File: src/pmc_params.svh
// Offsets, field masks and reset values of the port configuration logic
`ifndef PMC_PARAMS_SVH
`define PMC_PARAMS_SVH

// ==========================================================
// Register offsets within the chip-select I/O space (plus port index)
`define PMC_OFS_CTRL 8'h00
`define PMC_OFS_DIR 8'h04
`define PMC_OFS_DRV 8'h08
`define PMC_RESET_VAL 8'h00
`define PMC_ZERO_BYTE 8'h00
`define PMC_FULL_BYTE 8'hff

// ==========================================================
// Implemented bits and pin capabilities per port
`define PMC_DIR_MASK_D 8'h06
`define PMC_DRV_MASK_C 8'h9c
`define PMC_DRV_MASK_D 8'h06
`define PMC_OD_MASK_AB 8'hf0
`define PMC_OD_MASK_C 8'h9c
`define PMC_SLEW_MASK_AB 8'h0f
`define PMC_SLEW_MASK_D 8'h06
`define PMC_MC2_C_MASK 8'h9c
`define PMC_ECS_D_MASK 8'h06

// ==========================================================
// Peripheral mode enable bit in the memory map configuration
`define PMC_VM_PIO_BIT 7

`endif

File: src/pmc_pkg.sv
// Types shared by the port configuration logic
package pmc_pkg;
    typedef logic [7:0] pmc_byte_t;
    typedef logic [31:0] pmc_pins_t;
    typedef enum logic [1:0] {PMC_PORT_A, PMC_PORT_B, PMC_PORT_C, PMC_PORT_D}
        pmc_port_t;
    typedef enum logic [1:0] {PMC_KIND_CTRL, PMC_KIND_DIR, PMC_KIND_DRV,
        PMC_KIND_NONE} pmc_kind_t;
endpackage

File: src/pmc_port_cfg.sv
// Pin mode selection and configuration registers for four ports
`timescale 1ns/1ps
`include "pmc_params.svh"

module pmc_port_cfg #(
    parameter logic [31:0] PLD_OUT_MASK = 32'h0000_0000, // Pins fused as logic outputs
    parameter logic PORTB_FROM_TWO = 1'b0 // Port B fed by group two
) (
    input wire logic clk, // 20 MHz processor bus clock
    input wire logic rstn, // Synchronous reset, active low
    input wire logic cs_io, // Chip-select I/O space cycle
    input wire pmc_pkg::pmc_byte_t bus_addr, // Offset within the I/O space
    input wire logic bus_wr, // Write cycle strobe
    input wire logic bus_rd, // Read cycle strobe
    input wire pmc_pkg::pmc_byte_t bus_wdata, // Processor write data
    output pmc_pkg::pmc_byte_t bus_rdata, // Register read data
    input wire pmc_pkg::pmc_byte_t memory_map_config, // Memory map config
    input wire logic periph_select_a, // Peripheral select term a
    input wire logic periph_select_b, // Peripheral select term b
    input wire logic program_store_strobe, // Program space cycle
    input wire pmc_pkg::pmc_byte_t addr_latched, // Latched address a7-a0
    input wire pmc_pkg::pmc_pins_t data_out, // Data out register bits
    input wire pmc_pkg::pmc_pins_t pt_oe, // Output enable product terms
    input wire pmc_pkg::pmc_byte_t macrocell_group_one, // Group one outputs
    input wire pmc_pkg::pmc_byte_t macrocell_group_two, // Group two outputs
    input wire logic [1:0] ext_cs, // External chip select terms
    input wire pmc_pkg::pmc_pins_t pin_in, // Pin input levels
    output pmc_pkg::pmc_pins_t pin_out, // Pin output levels
    output pmc_pkg::pmc_pins_t pin_oe, // Pin output enables
    output pmc_pkg::pmc_pins_t pin_fast_slew, // Fast slew selects
    output logic periph_buffer_enable, // Peripheral buffer active
    output pmc_pkg::pmc_byte_t periph_rdata // Port A data toward the bus
);
    import pmc_pkg::*;

    // ==========================================================
    // Decode and capability functions
    function automatic pmc_kind_t reg_kind(input pmc_byte_t a);
        pmc_kind_t k;
        k = PMC_KIND_NONE;
        if (a[7:2] == `PMC_OFS_CTRL >> 2 && a[1] == 1'b0)
            k = PMC_KIND_CTRL;
        else if (a[7:2] == `PMC_OFS_DIR >> 2)
            k = PMC_KIND_DIR;
        else if (a[7:2] == `PMC_OFS_DRV >> 2)
            k = PMC_KIND_DRV;
        return k;
    endfunction

    function automatic pmc_byte_t dir_mask(input pmc_port_t p);
        return (p == PMC_PORT_D) ? `PMC_DIR_MASK_D : `PMC_FULL_BYTE;
    endfunction

    function automatic pmc_byte_t drv_mask(input pmc_port_t p);
        pmc_byte_t m;
        m = `PMC_FULL_BYTE;
        if (p == PMC_PORT_C)
            m = `PMC_DRV_MASK_C;
        else if (p == PMC_PORT_D)
            m = `PMC_DRV_MASK_D;
        return m;
    endfunction

    function automatic pmc_byte_t od_mask(input pmc_port_t p);
        pmc_byte_t m;
        m = `PMC_ZERO_BYTE;
        if (p == PMC_PORT_A || p == PMC_PORT_B)
            m = `PMC_OD_MASK_AB;
        else if (p == PMC_PORT_C)
            m = `PMC_OD_MASK_C;
        return m;
    endfunction

    function automatic pmc_byte_t slew_mask(input pmc_port_t p);
        pmc_byte_t m;
        m = `PMC_ZERO_BYTE;
        if (p == PMC_PORT_A || p == PMC_PORT_B)
            m = `PMC_SLEW_MASK_AB;
        else if (p == PMC_PORT_D)
            m = `PMC_SLEW_MASK_D;
        return m;
    endfunction

    // ==========================================================
    // Configuration registers
    logic [1:0][7:0] ctrl_reg, ctrl_next;
    logic [3:0][7:0] dir_reg, dir_next;
    logic [3:0][7:0] drv_reg, drv_next;
    pmc_byte_t rdata_reg, rdata_next;
    pmc_kind_t acc_kind;
    pmc_port_t acc_port;

    assign acc_kind = reg_kind(bus_addr);
    assign acc_port = pmc_port_t'(bus_addr[1:0]);

    always_comb
    begin
        ctrl_next = ctrl_reg;
        dir_next = dir_reg;
        drv_next = drv_reg;
        rdata_next = rdata_reg;
        if (cs_io && bus_wr)
        begin
            unique case (acc_kind)
                PMC_KIND_CTRL: ctrl_next[acc_port[0]] = bus_wdata;
                PMC_KIND_DIR: dir_next[acc_port] = bus_wdata & dir_mask(acc_port);
                PMC_KIND_DRV: drv_next[acc_port] = bus_wdata & drv_mask(acc_port);
                PMC_KIND_NONE: ;
            endcase
        end
        if (cs_io && bus_rd)
        begin
            unique case (acc_kind)
                PMC_KIND_CTRL: rdata_next = ctrl_reg[acc_port[0]];
                PMC_KIND_DIR: rdata_next = dir_reg[acc_port];
                PMC_KIND_DRV: rdata_next = drv_reg[acc_port];
                PMC_KIND_NONE: rdata_next = `PMC_ZERO_BYTE;
            endcase
        end
    end

    always_ff @(posedge clk)
    begin
        if (!rstn)
        begin
            ctrl_reg <= {2{`PMC_RESET_VAL}};
            dir_reg <= {4{`PMC_RESET_VAL}};
            drv_reg <= {4{`PMC_RESET_VAL}};
            rdata_reg <= `PMC_RESET_VAL;
        end
        else
        begin
            ctrl_reg <= ctrl_next;
            dir_reg <= dir_next;
            drv_reg <= drv_next;
            rdata_reg <= rdata_next;
        end
    end

    assign bus_rdata = rdata_reg;

    // ==========================================================
    // Pin input synchroniser
    pmc_pins_t pin_meta_reg, pin_sync_reg;
    pmc_byte_t prd_reg, prd_next;

    assign prd_next = pin_sync_reg[7:0];

    always_ff @(posedge clk)
    begin
        if (!rstn)
        begin
            pin_meta_reg <= '0;
            pin_sync_reg <= '0;
            prd_reg <= `PMC_ZERO_BYTE;
        end
        else
        begin
            pin_meta_reg <= pin_in;
            pin_sync_reg <= pin_meta_reg;
            prd_reg <= prd_next;
        end
    end

    assign periph_rdata = prd_reg;

    // ==========================================================
    // Pin output multiplexer and driver control
    pmc_pins_t pld_src, pld_use;
    pmc_pins_t out_reg, out_next, oe_reg, oe_next, slew_reg, slew_next;
    logic pio_mode, pbe_reg, pbe_next;

    assign pld_src = {{5'h00, ext_cs, 1'b0},
                      macrocell_group_two,
                      PORTB_FROM_TWO ? macrocell_group_two : macrocell_group_one,
                      macrocell_group_one};
    assign pld_use = PLD_OUT_MASK & {`PMC_ECS_D_MASK, `PMC_MC2_C_MASK,
                                     `PMC_FULL_BYTE, `PMC_FULL_BYTE};
    assign pio_mode = memory_map_config[`PMC_VM_PIO_BIT];
    assign pbe_next = pio_mode && (periph_select_a || periph_select_b)
                      && program_store_strobe;

    always_comb
    begin
        out_next = '0;
        oe_next = '0;
        slew_next = '0;
        for (int p = 0; p < 4; p++)
        begin
            for (int b = 0; b < 8; b++)
            begin
                logic src;
                logic en;
                logic ctl;
                pmc_byte_t odm;
                pmc_byte_t swm;
                src = data_out[p * 8 + b];
                odm = od_mask(pmc_port_t'(p));
                swm = slew_mask(pmc_port_t'(p));
                en = dir_reg[p][b] | pt_oe[p * 8 + b];
                ctl = (p < 2) ? ctrl_reg[p % 2][b] : 1'b0;
                if (pld_use[p * 8 + b])
                    src = pld_src[p * 8 + b];
                else if (ctl)
                    src = addr_latched[b];
                if (drv_reg[p][b] & odm[b])
                begin
                    out_next[p * 8 + b] = 1'b0;
                    oe_next[p * 8 + b] = en & ~src;
                end
                else
                begin
                    out_next[p * 8 + b] = src;
                    oe_next[p * 8 + b] = en;
                end
                slew_next[p * 8 + b] = drv_reg[p][b] & swm[b];
            end
        end
        if (pio_mode)
        begin
            out_next[7:0] = bus_wdata;
            oe_next[7:0] = {8{pbe_next & bus_wr}};
        end
    end

    always_ff @(posedge clk)
    begin
        if (!rstn)
        begin
            out_reg <= '0;
            oe_reg <= '0;
            slew_reg <= '0;
            pbe_reg <= 1'b0;
        end
        else
        begin
            out_reg <= out_next;
            oe_reg <= oe_next;
            slew_reg <= slew_next;
            pbe_reg <= pbe_next;
        end
    end

    assign pin_out = out_reg;
    assign pin_oe = oe_reg;
    assign pin_fast_slew = slew_reg;
    assign periph_buffer_enable = pbe_reg;
endmodule

File: config.mk
export PLATFORM = sky130hd
export DESIGN_NAME = pmc_port_cfg
export DESIGN_NICKNAME = d
export VERILOG_FILES = /design/src/pmc_pkg.sv /design/src/pmc_port_cfg.sv
export VERILOG_INCLUDE_DIRS = /design/src
export SDC_FILE = /design/constraint.sdc
export NUM_CORES = 1
export LEC_CHECK = 0
export BUFFER_PORTS_ARGS = -buffer_cell sky130_fd_sc_hd__clkbuf_2
export CAP_MARGIN = 30
export CORE_ASPECT_RATIO = 1.25
export CORE_MARGIN = 5
export CORE_UTILIZATION = 50
export CTS_CLUSTER_DIAMETER = 60
export CTS_CLUSTER_SIZE = 14
export DETAILED_ROUTE_END_ITERATION = 16
export GPL_TIMING_DRIVEN = 0
export PLACE_DENSITY = 0.92
export RECOVER_POWER = 50
export SYNTH_ARGS = -nofsm -noshare
export SYNTH_HDL_FRONTEND = slang
export SYNTH_SLANG_ARGS = --single-unit
File: constraint.sdc
create_clock -name clk -period 4.56 [get_ports clk]
set_clock_uncertainty 0.1 [all_clocks]
set_input_delay 0.912 -clock clk [delete_from_list [all_inputs] [get_ports clk]]
set_output_delay 0.912 -clock clk [all_outputs]
set_load 0.01 [all_outputs]
==> results of run 1 <==
kinds of logic (layout without fill, tap and decap cells):
| family | after synthesis | count (layout) | share of synthesized area |
|---|---|---|---|
| buffers and inverters | 68 | 286 | 0.05146 |
| AO/OA/AOI/OAI | 75 | 75 | 0.06801 |
| AND/OR/NAND/NOR | 255 | 255 | 0.1796 |
| flip-flops | 187 | 187 | 0.5383 |
| other | 1 | 22 | 0.0005392 |
| multiplexers | 94 | 94 | 0.1621 |
layout make-up:
class,instances,area (sq um)
Buffer,63,339.1
Clock buffer,17,425.4
Clock inverter,15,191.4
Fill cell,1113,5047
Inverter,5,18.77
Multi-Input combinational cell,446,2932
Sequential cell,187,3744
Tap cell,175,219.0
Timing Repair Buffer,186,837.1
power by group through the flow:
stage / clock network [W] / registers (W) / logic (W)
after floorplan: 0 / 0.00174 / 0.000122
after global placement: 0 / 0.00172 / 0.000258
after detailed placement: 0 / 0.00172 / 0.000264
after CTS: 0.00152 / 0.00169 / 0.000265
after global routing: 0.00159 / 0.00169 / 0.000282
final: 0.00150 / 0.00169 / 0.000259
layer usage:
| layer | global-route usage | up-vias | share of wire |
|---|---|---|---|
| li1 | - | 2722 | - |
| met1 | 0.2837 | 2670 | 0.36 |
| met5 | 0 | - | 0.00063 |
| met3 | 0.07978 | 79 | 0.11 |
| met4 | 0.1316 | 2 | 0.046 |
| met2 | 0.4226 | 396 | 0.49 |
synthesized netlist by cell type, types with 5 or more instances:
library cell,n
nor3_1,11
nor2b_1,5
mux2i_1,71
mux4_2,14
dfxtp_1,187
nand3_1,11
mux2_2,9
a22oi_1,6
o21ai_0,8
buf_4,24
nand2_1,27
inv_1,5
and2_1,62
nor2_1,119
clkbuf_1,33
a211oi_1,6
a21oi_1,39
worst register-to-register path, delay by kind of cell (launching register included):
family	cells	cell delay, ns
muxes	1	0.37
AOI/OAI and AO/OA	2	0.50
DFF	1	0.36
how the worst max path moves through the flow:
stage	depth (start not counted)	start	end
6_report	5	bus_addr[7]	ctrl_reg[6]$_SDFFE_PN0P_
5_1_grt	5	bus_addr[7]	ctrl_reg[6]$_SDFFE_PN0P_
4_1_cts	5	bus_addr[7]	ctrl_reg[6]$_SDFFE_PN0P_
3_5_place_dp	5	bus_addr[7]	ctrl_reg[6]$_SDFFE_PN0P_
3_3_place_gp	5	bus_addr[7]	ctrl_reg[7]$_SDFFE_PN0P_
2_1_floorplan	5	bus_addr[7]	ctrl_reg[15]$_SDFFE_PN0P_
per-stage QoR:
stage          instances  power, W  instance area [sq um]    util
5_1_grt             1094  0.003566                   8706  0.6330
6_report            1094  0.003445                   8706  0.6330
4_1_cts             1094  0.003468                   8800  0.6398
3_5_place_dp        1062  0.001989                   8183  0.5950
2_1_floorplan        701  0.001864                   7033       -
3_3_place_gp        1062  0.001981                   8183  0.5950
==> flow_summary.toml, run 1 <==
[synthesis]
netlist_instances = 680
synth_edf_count = 0
ys_warn_count = 0
synth.area.top_cells = "dfxtp_1 54%, mux2i_1 10%, nor2_1 6.4%, and2_1 5.6%, mux4_2 4.5%"
yosys.area.top_type = "dfxtp_1"
synthArstFlopShare = 0
ys_seq_elements = 187
synth_top_area_share = 0.5383
ys_seq_area_frac = 0.5383
syn-cell-area_sq_um = 6954
avgSynthCellArea_sq_um = 10.23
synth_top_flop_cell = "dfxtp_1"
ys_types = 40

[clock_tree]
cts_sinks = 187
clk_latency_ns = 0.44
htreeDepth = 4
cts_hold_buf = 0
cts_tree = "done"
root_buffer = "clkbuf_16"
cts_inserted_buffers = 17
post-cts-setup-buffers = 0
clk_transition_reported_paths_ns = 0.08
cts_resized = 0
cts_buffer_depth = 2

[hold_path]
hold_start = "pin_sync_reg[6]$_SDFF_PN0_"
hp-class = "flop to flop"
hold-path-endpoint = "periph_rdata[6]$_SDFF_PN0_"
min_path_cells = 1

[worst_setup_path]
slowest_delay_ns = 0.84
critPathLaunchType = "input pin"
crit_arrival_ns = 3.06
timing.rr.end = "pin_oe[7]$_SDFF_PN0_"
path_class = "input pin to flop"
critPathSlowestCell = "nor4_1"
path_delay_family = "simple AND/OR/NAND/NOR gates"
r2r-start = "ctrl_reg[7]$_SDFFE_PN0P_"
required_ns = 4.78
endpoint_kind = "flop"
path_max_fanout = 8
worstPathCellList = "clkbuf_2 -> nor4_1 -> nand3_1 -> mux2i_1 -> nor2_1"
rrSetupSlack_ns = 3.15
reg2regPathDepth = 3
cp_num_buf_inv = 1

[detailed_routing]
vias = 5869
dr.pass1.iters = 6
dr.first_iter.drc_count = 678
wl_per_cell_microns = 18.83
routed_wl_microns = 20600
drc_errors = 0
final_antenna_net_count = 0
via_per_inst = 5.365

[placed_design]
hpwlAfterDp_microns = 15260
portBuffers = 186
gp_congestion = 0.9043
place_ws_ns = 1.405

[pwr]
pwr-share-comb = 0.075
p_int_w = 0.002529
ir_worst_vdd_uv = 269.3
switchingPower_w = 0.0009164
pwr-share-clk = 0.435
p_per_area_nw_per_um2 = 395.7
switching_share = 0.2660
p_seq_frac = 0.490
leakagePower_nw = 3.749

[global_route]
grt_antenna_before_repair = 1
grt_max_degree = 22
grt-ovfl-total = 0
grt_first_pass_wirelength_microns = 31320
gr-usage-all-layers = 0.2518
grt_pass1_vias = 5938

[die]
core_sq_um = 13750
die_x_microns = 115.5
initial_core_util = 0.5056
dieArea_sq_um = 16380
num_rows = 48
pin_count = 267
fp.dieH_microns = 141.9

[timing]
finalMaxSlewViolations = 0
max_freq_ghz = 0.3520
worstMarginPinSlew_ns = 0.9825
setup_tns_ns = 0
fin_crit_sh = 0.6230
holdWs_ns = 0.3354
hold_viol_final = 0
setup_violations = 0
setup_ws_ns = 1.719
slew_headroom = 0.3390
rsz0062_at_grt = "no"
finalWorstPathRequiredPeriod_ns = 2.841

[cells_and_area]
synthToLayoutAreaGrowth_pct = 25.19
final_cell_mix = "187 x dfxtp_1, 119 x nor2_1, 111 x clkbuf_2"
final_net_count = 1060
diodes = 0
final_common_cell = "dfxtp_1"
drive_gt1_frac = 0.2242

[status]
status = "complete, no violations"

[flow_run]
maxCapViolations = 0
Power figures use the tool's default switching activity.
==> inputs of run 2 (changes only) <==
Settings changed: CORE_UTILIZATION 50 to 44, PLACE_DENSITY 0.92 to 0.87.
Clock period 4.56 ns to 2.5 ns, I/O delays scaled along.
==> run 2 against run 1 <==
Non-clock buffer count unchanged. Worst setup slack got worse by 1.4 ns. Utilization is 7.5 points lower. Flip-flop and latch count stayed put. Critical path depth unchanged. Sequential power grew 82%. Largest power group unchanged. Largest cell class unchanged. Combinational power up 81%. Clock power grew 69%.
==> flow_summary.toml, run 2 (synthesis gave the netlist of run 1 again) <==
[status]
status = "complete, no violations"

[cells_and_area]
final_cell_mix = "187 x dfxtp_1, 119 x nor2_1, 111 x clkbuf_1"
final_common_cell = "dfxtp_1"
fin_util = 0.5579
synthToLayoutAreaGrowth_pct = 24.90
final_net_count = 1060
num-fill-cells = 1403
drive_gt1_frac = 0.2209
diodes = 0

[detailed_routing]
via_per_inst = 5.081
vias = 5747
final_antenna_net_count = 0
routed_wl_microns = 20270
dr.pass1.iters = 5
wl_per_cell_microns = 17.92
dr.first_iter.drc_count = 547
drc_errors = 0

[clock_tree]
cts_buffer_depth = 2
root_buffer = "clkbuf_16"
cts_hold_buf = 0
clk_transition_reported_paths_ns = 0.07
cts_inserted_buffers = 17
htreeDepth = 4
cts_tree = "done"
post-cts-setup-buffers = 0
cts_sinks = 187
cts_resized = 0
clk_latency_ns = 0.44

[hold_path]
hp-class = "input pin to flop"

[timing]
fin_crit_sh = 0.8785
finalWorstPathRequiredPeriod_ns = 2.196
worstMarginPinSlew_ns = 0.8872
setup_violations = 0
setup_ws_ns = 0.3038
finalMaxSlewViolations = 0
hold_viol_final = 0
slew_headroom = 0.4031
rsz0062_at_grt = "no"
max_freq_ghz = 0.4553

[pwr]
leakagePower_nw = 3.704
ir_worst_vdd_uv = 340.6
pwr-share-clk = 0.417
switchingPower_w = 0.001514
p_seq_frac = 0.506
pwr-share-comb = 0.077
switching_share = 0.2491
p_per_area_nw_per_um2 = 699.9
p_int_w = 0.004565

[worst_setup_path]
slowest_delay_ns = 0.77
path_max_fanout = 8
crit_arrival_ns = 2.41
cp_num_buf_inv = 1
critPathLaunchType = "input pin"
critPathSlowestCell = "nor4_1"
endpoint_kind = "flop"
worstPathCellList = "clkbuf_2 -> nor4_1 -> nand3_1 -> mux2i_1 -> nor2_1"
path_delay_family = "simple AND/OR/NAND/NOR gates"
path_class = "input pin to flop"
required_ns = 2.71

[global_route]
gr-usage-all-layers = 0.2203
grt_first_pass_wirelength_microns = 30680
grt_max_degree = 18
grt_pass1_vias = 5847
grt_antenna_before_repair = 0
grt-ovfl-total = 0

[die]
initial_core_util = 0.4466
fp.dieH_microns = 150.6
core_sq_um = 15570
pin_count = 267
die_x_microns = 122.4
dieArea_sq_um = 18430
num_rows = 51

[placed_design]
gp_congestion = 0.9181
portBuffers = 186
hpwlAfterDp_microns = 15640
place_ws_ns = -0.09141

[flow_run]
maxCapViolations = 0
==> run 2: layout make-up <==
cell class                      count  area, sq um  share of cell area
Tap cell                          212        265.3             0.03054
Inverter                            5        18.77            0.002161
Multi-Input combinational cell    446         2932              0.3375
Buffer                             63        339.1             0.03904
Clock buffer                       19        442.9             0.05099
Sequential cell                   187         3744              0.4310
Timing Repair Buffer              186        834.6             0.09608
Clock inverter                     13        110.1             0.01268
==> run 2: routing by layer <==
layer,vias to the layer above,track usage,wire length (microns)
li1,2720,-,-
met1,2663,0.2549,7717
met2,316,0.3697,9813
met3,48,0.06501,1989
met4,0,0.1098,748
met5,-,0,0
==> run 2: power by group through the flow <==
| stage | logic [W] | registers (W) | clock network, W |
|---|---|---|---|
| floorplan | 0.000222 | 0.00318 | 0 |
| global placement | 0.000472 | 0.00314 | 0 |
| detailed placement | 0.000482 | 0.00315 | 0 |
| CTS | 0.000485 | 0.00308 | 0.00256 |
| global route | 0.000515 | 0.00308 | 0.00269 |
| finish | 0.000470 | 0.00308 | 0.00253 |
==> run 2: worst reg2reg max path: cells and delay by family, from the launching register on <==
kind | cells | cell delay (ns)
compound gates | 2 | 0.52
mux | 1 | 0.39
flops | 1 | 0.37
==> run 2: through the flow <==
| step | setup TNS (ns) | power, W | instance area [sq um] | instances | hold slack, ns |
|---|---|---|---|---|---|
| 2_1_floorplan | 0 | 0.003401 | 7033 | 701 | 0.3119 |
| 3_3_place_gp | -0.8489 | 0.003615 | 8229 | 1099 | 0.3146 |
| 3_5_place_dp | -1.043 | 0.003627 | 8229 | 1099 | 0.3189 |
| 4_1_cts | 0 | 0.006124 | 8782 | 1131 | 0.1539 |
| 5_1_grt | 0 | 0.006292 | 8686 | 1131 | 0.1506 |
| 6_report | 0 | 0.006079 | 8686 | 1131 | 0.1647 |
==> run 2: final timing paths <==
path	cells after the start	startpoint	slack (ns)	to
worst min-delay path	3	pt_oe[22]	0.16	pin_oe[22]$_SDFF_PN0_
worst max register to register	3	ctrl_reg[7]$_SDFFE_PN0P_	1.03	pin_oe[7]$_SDFF_PN0_
worst min register to register	1	pin_sync_reg[3]$_SDFF_PN0_	0.33	periph_rdata[3]$_SDFF_PN0_
worst max-delay path	5	bus_addr[7]	0.30	ctrl_reg[3]$_SDFFE_PN0P_
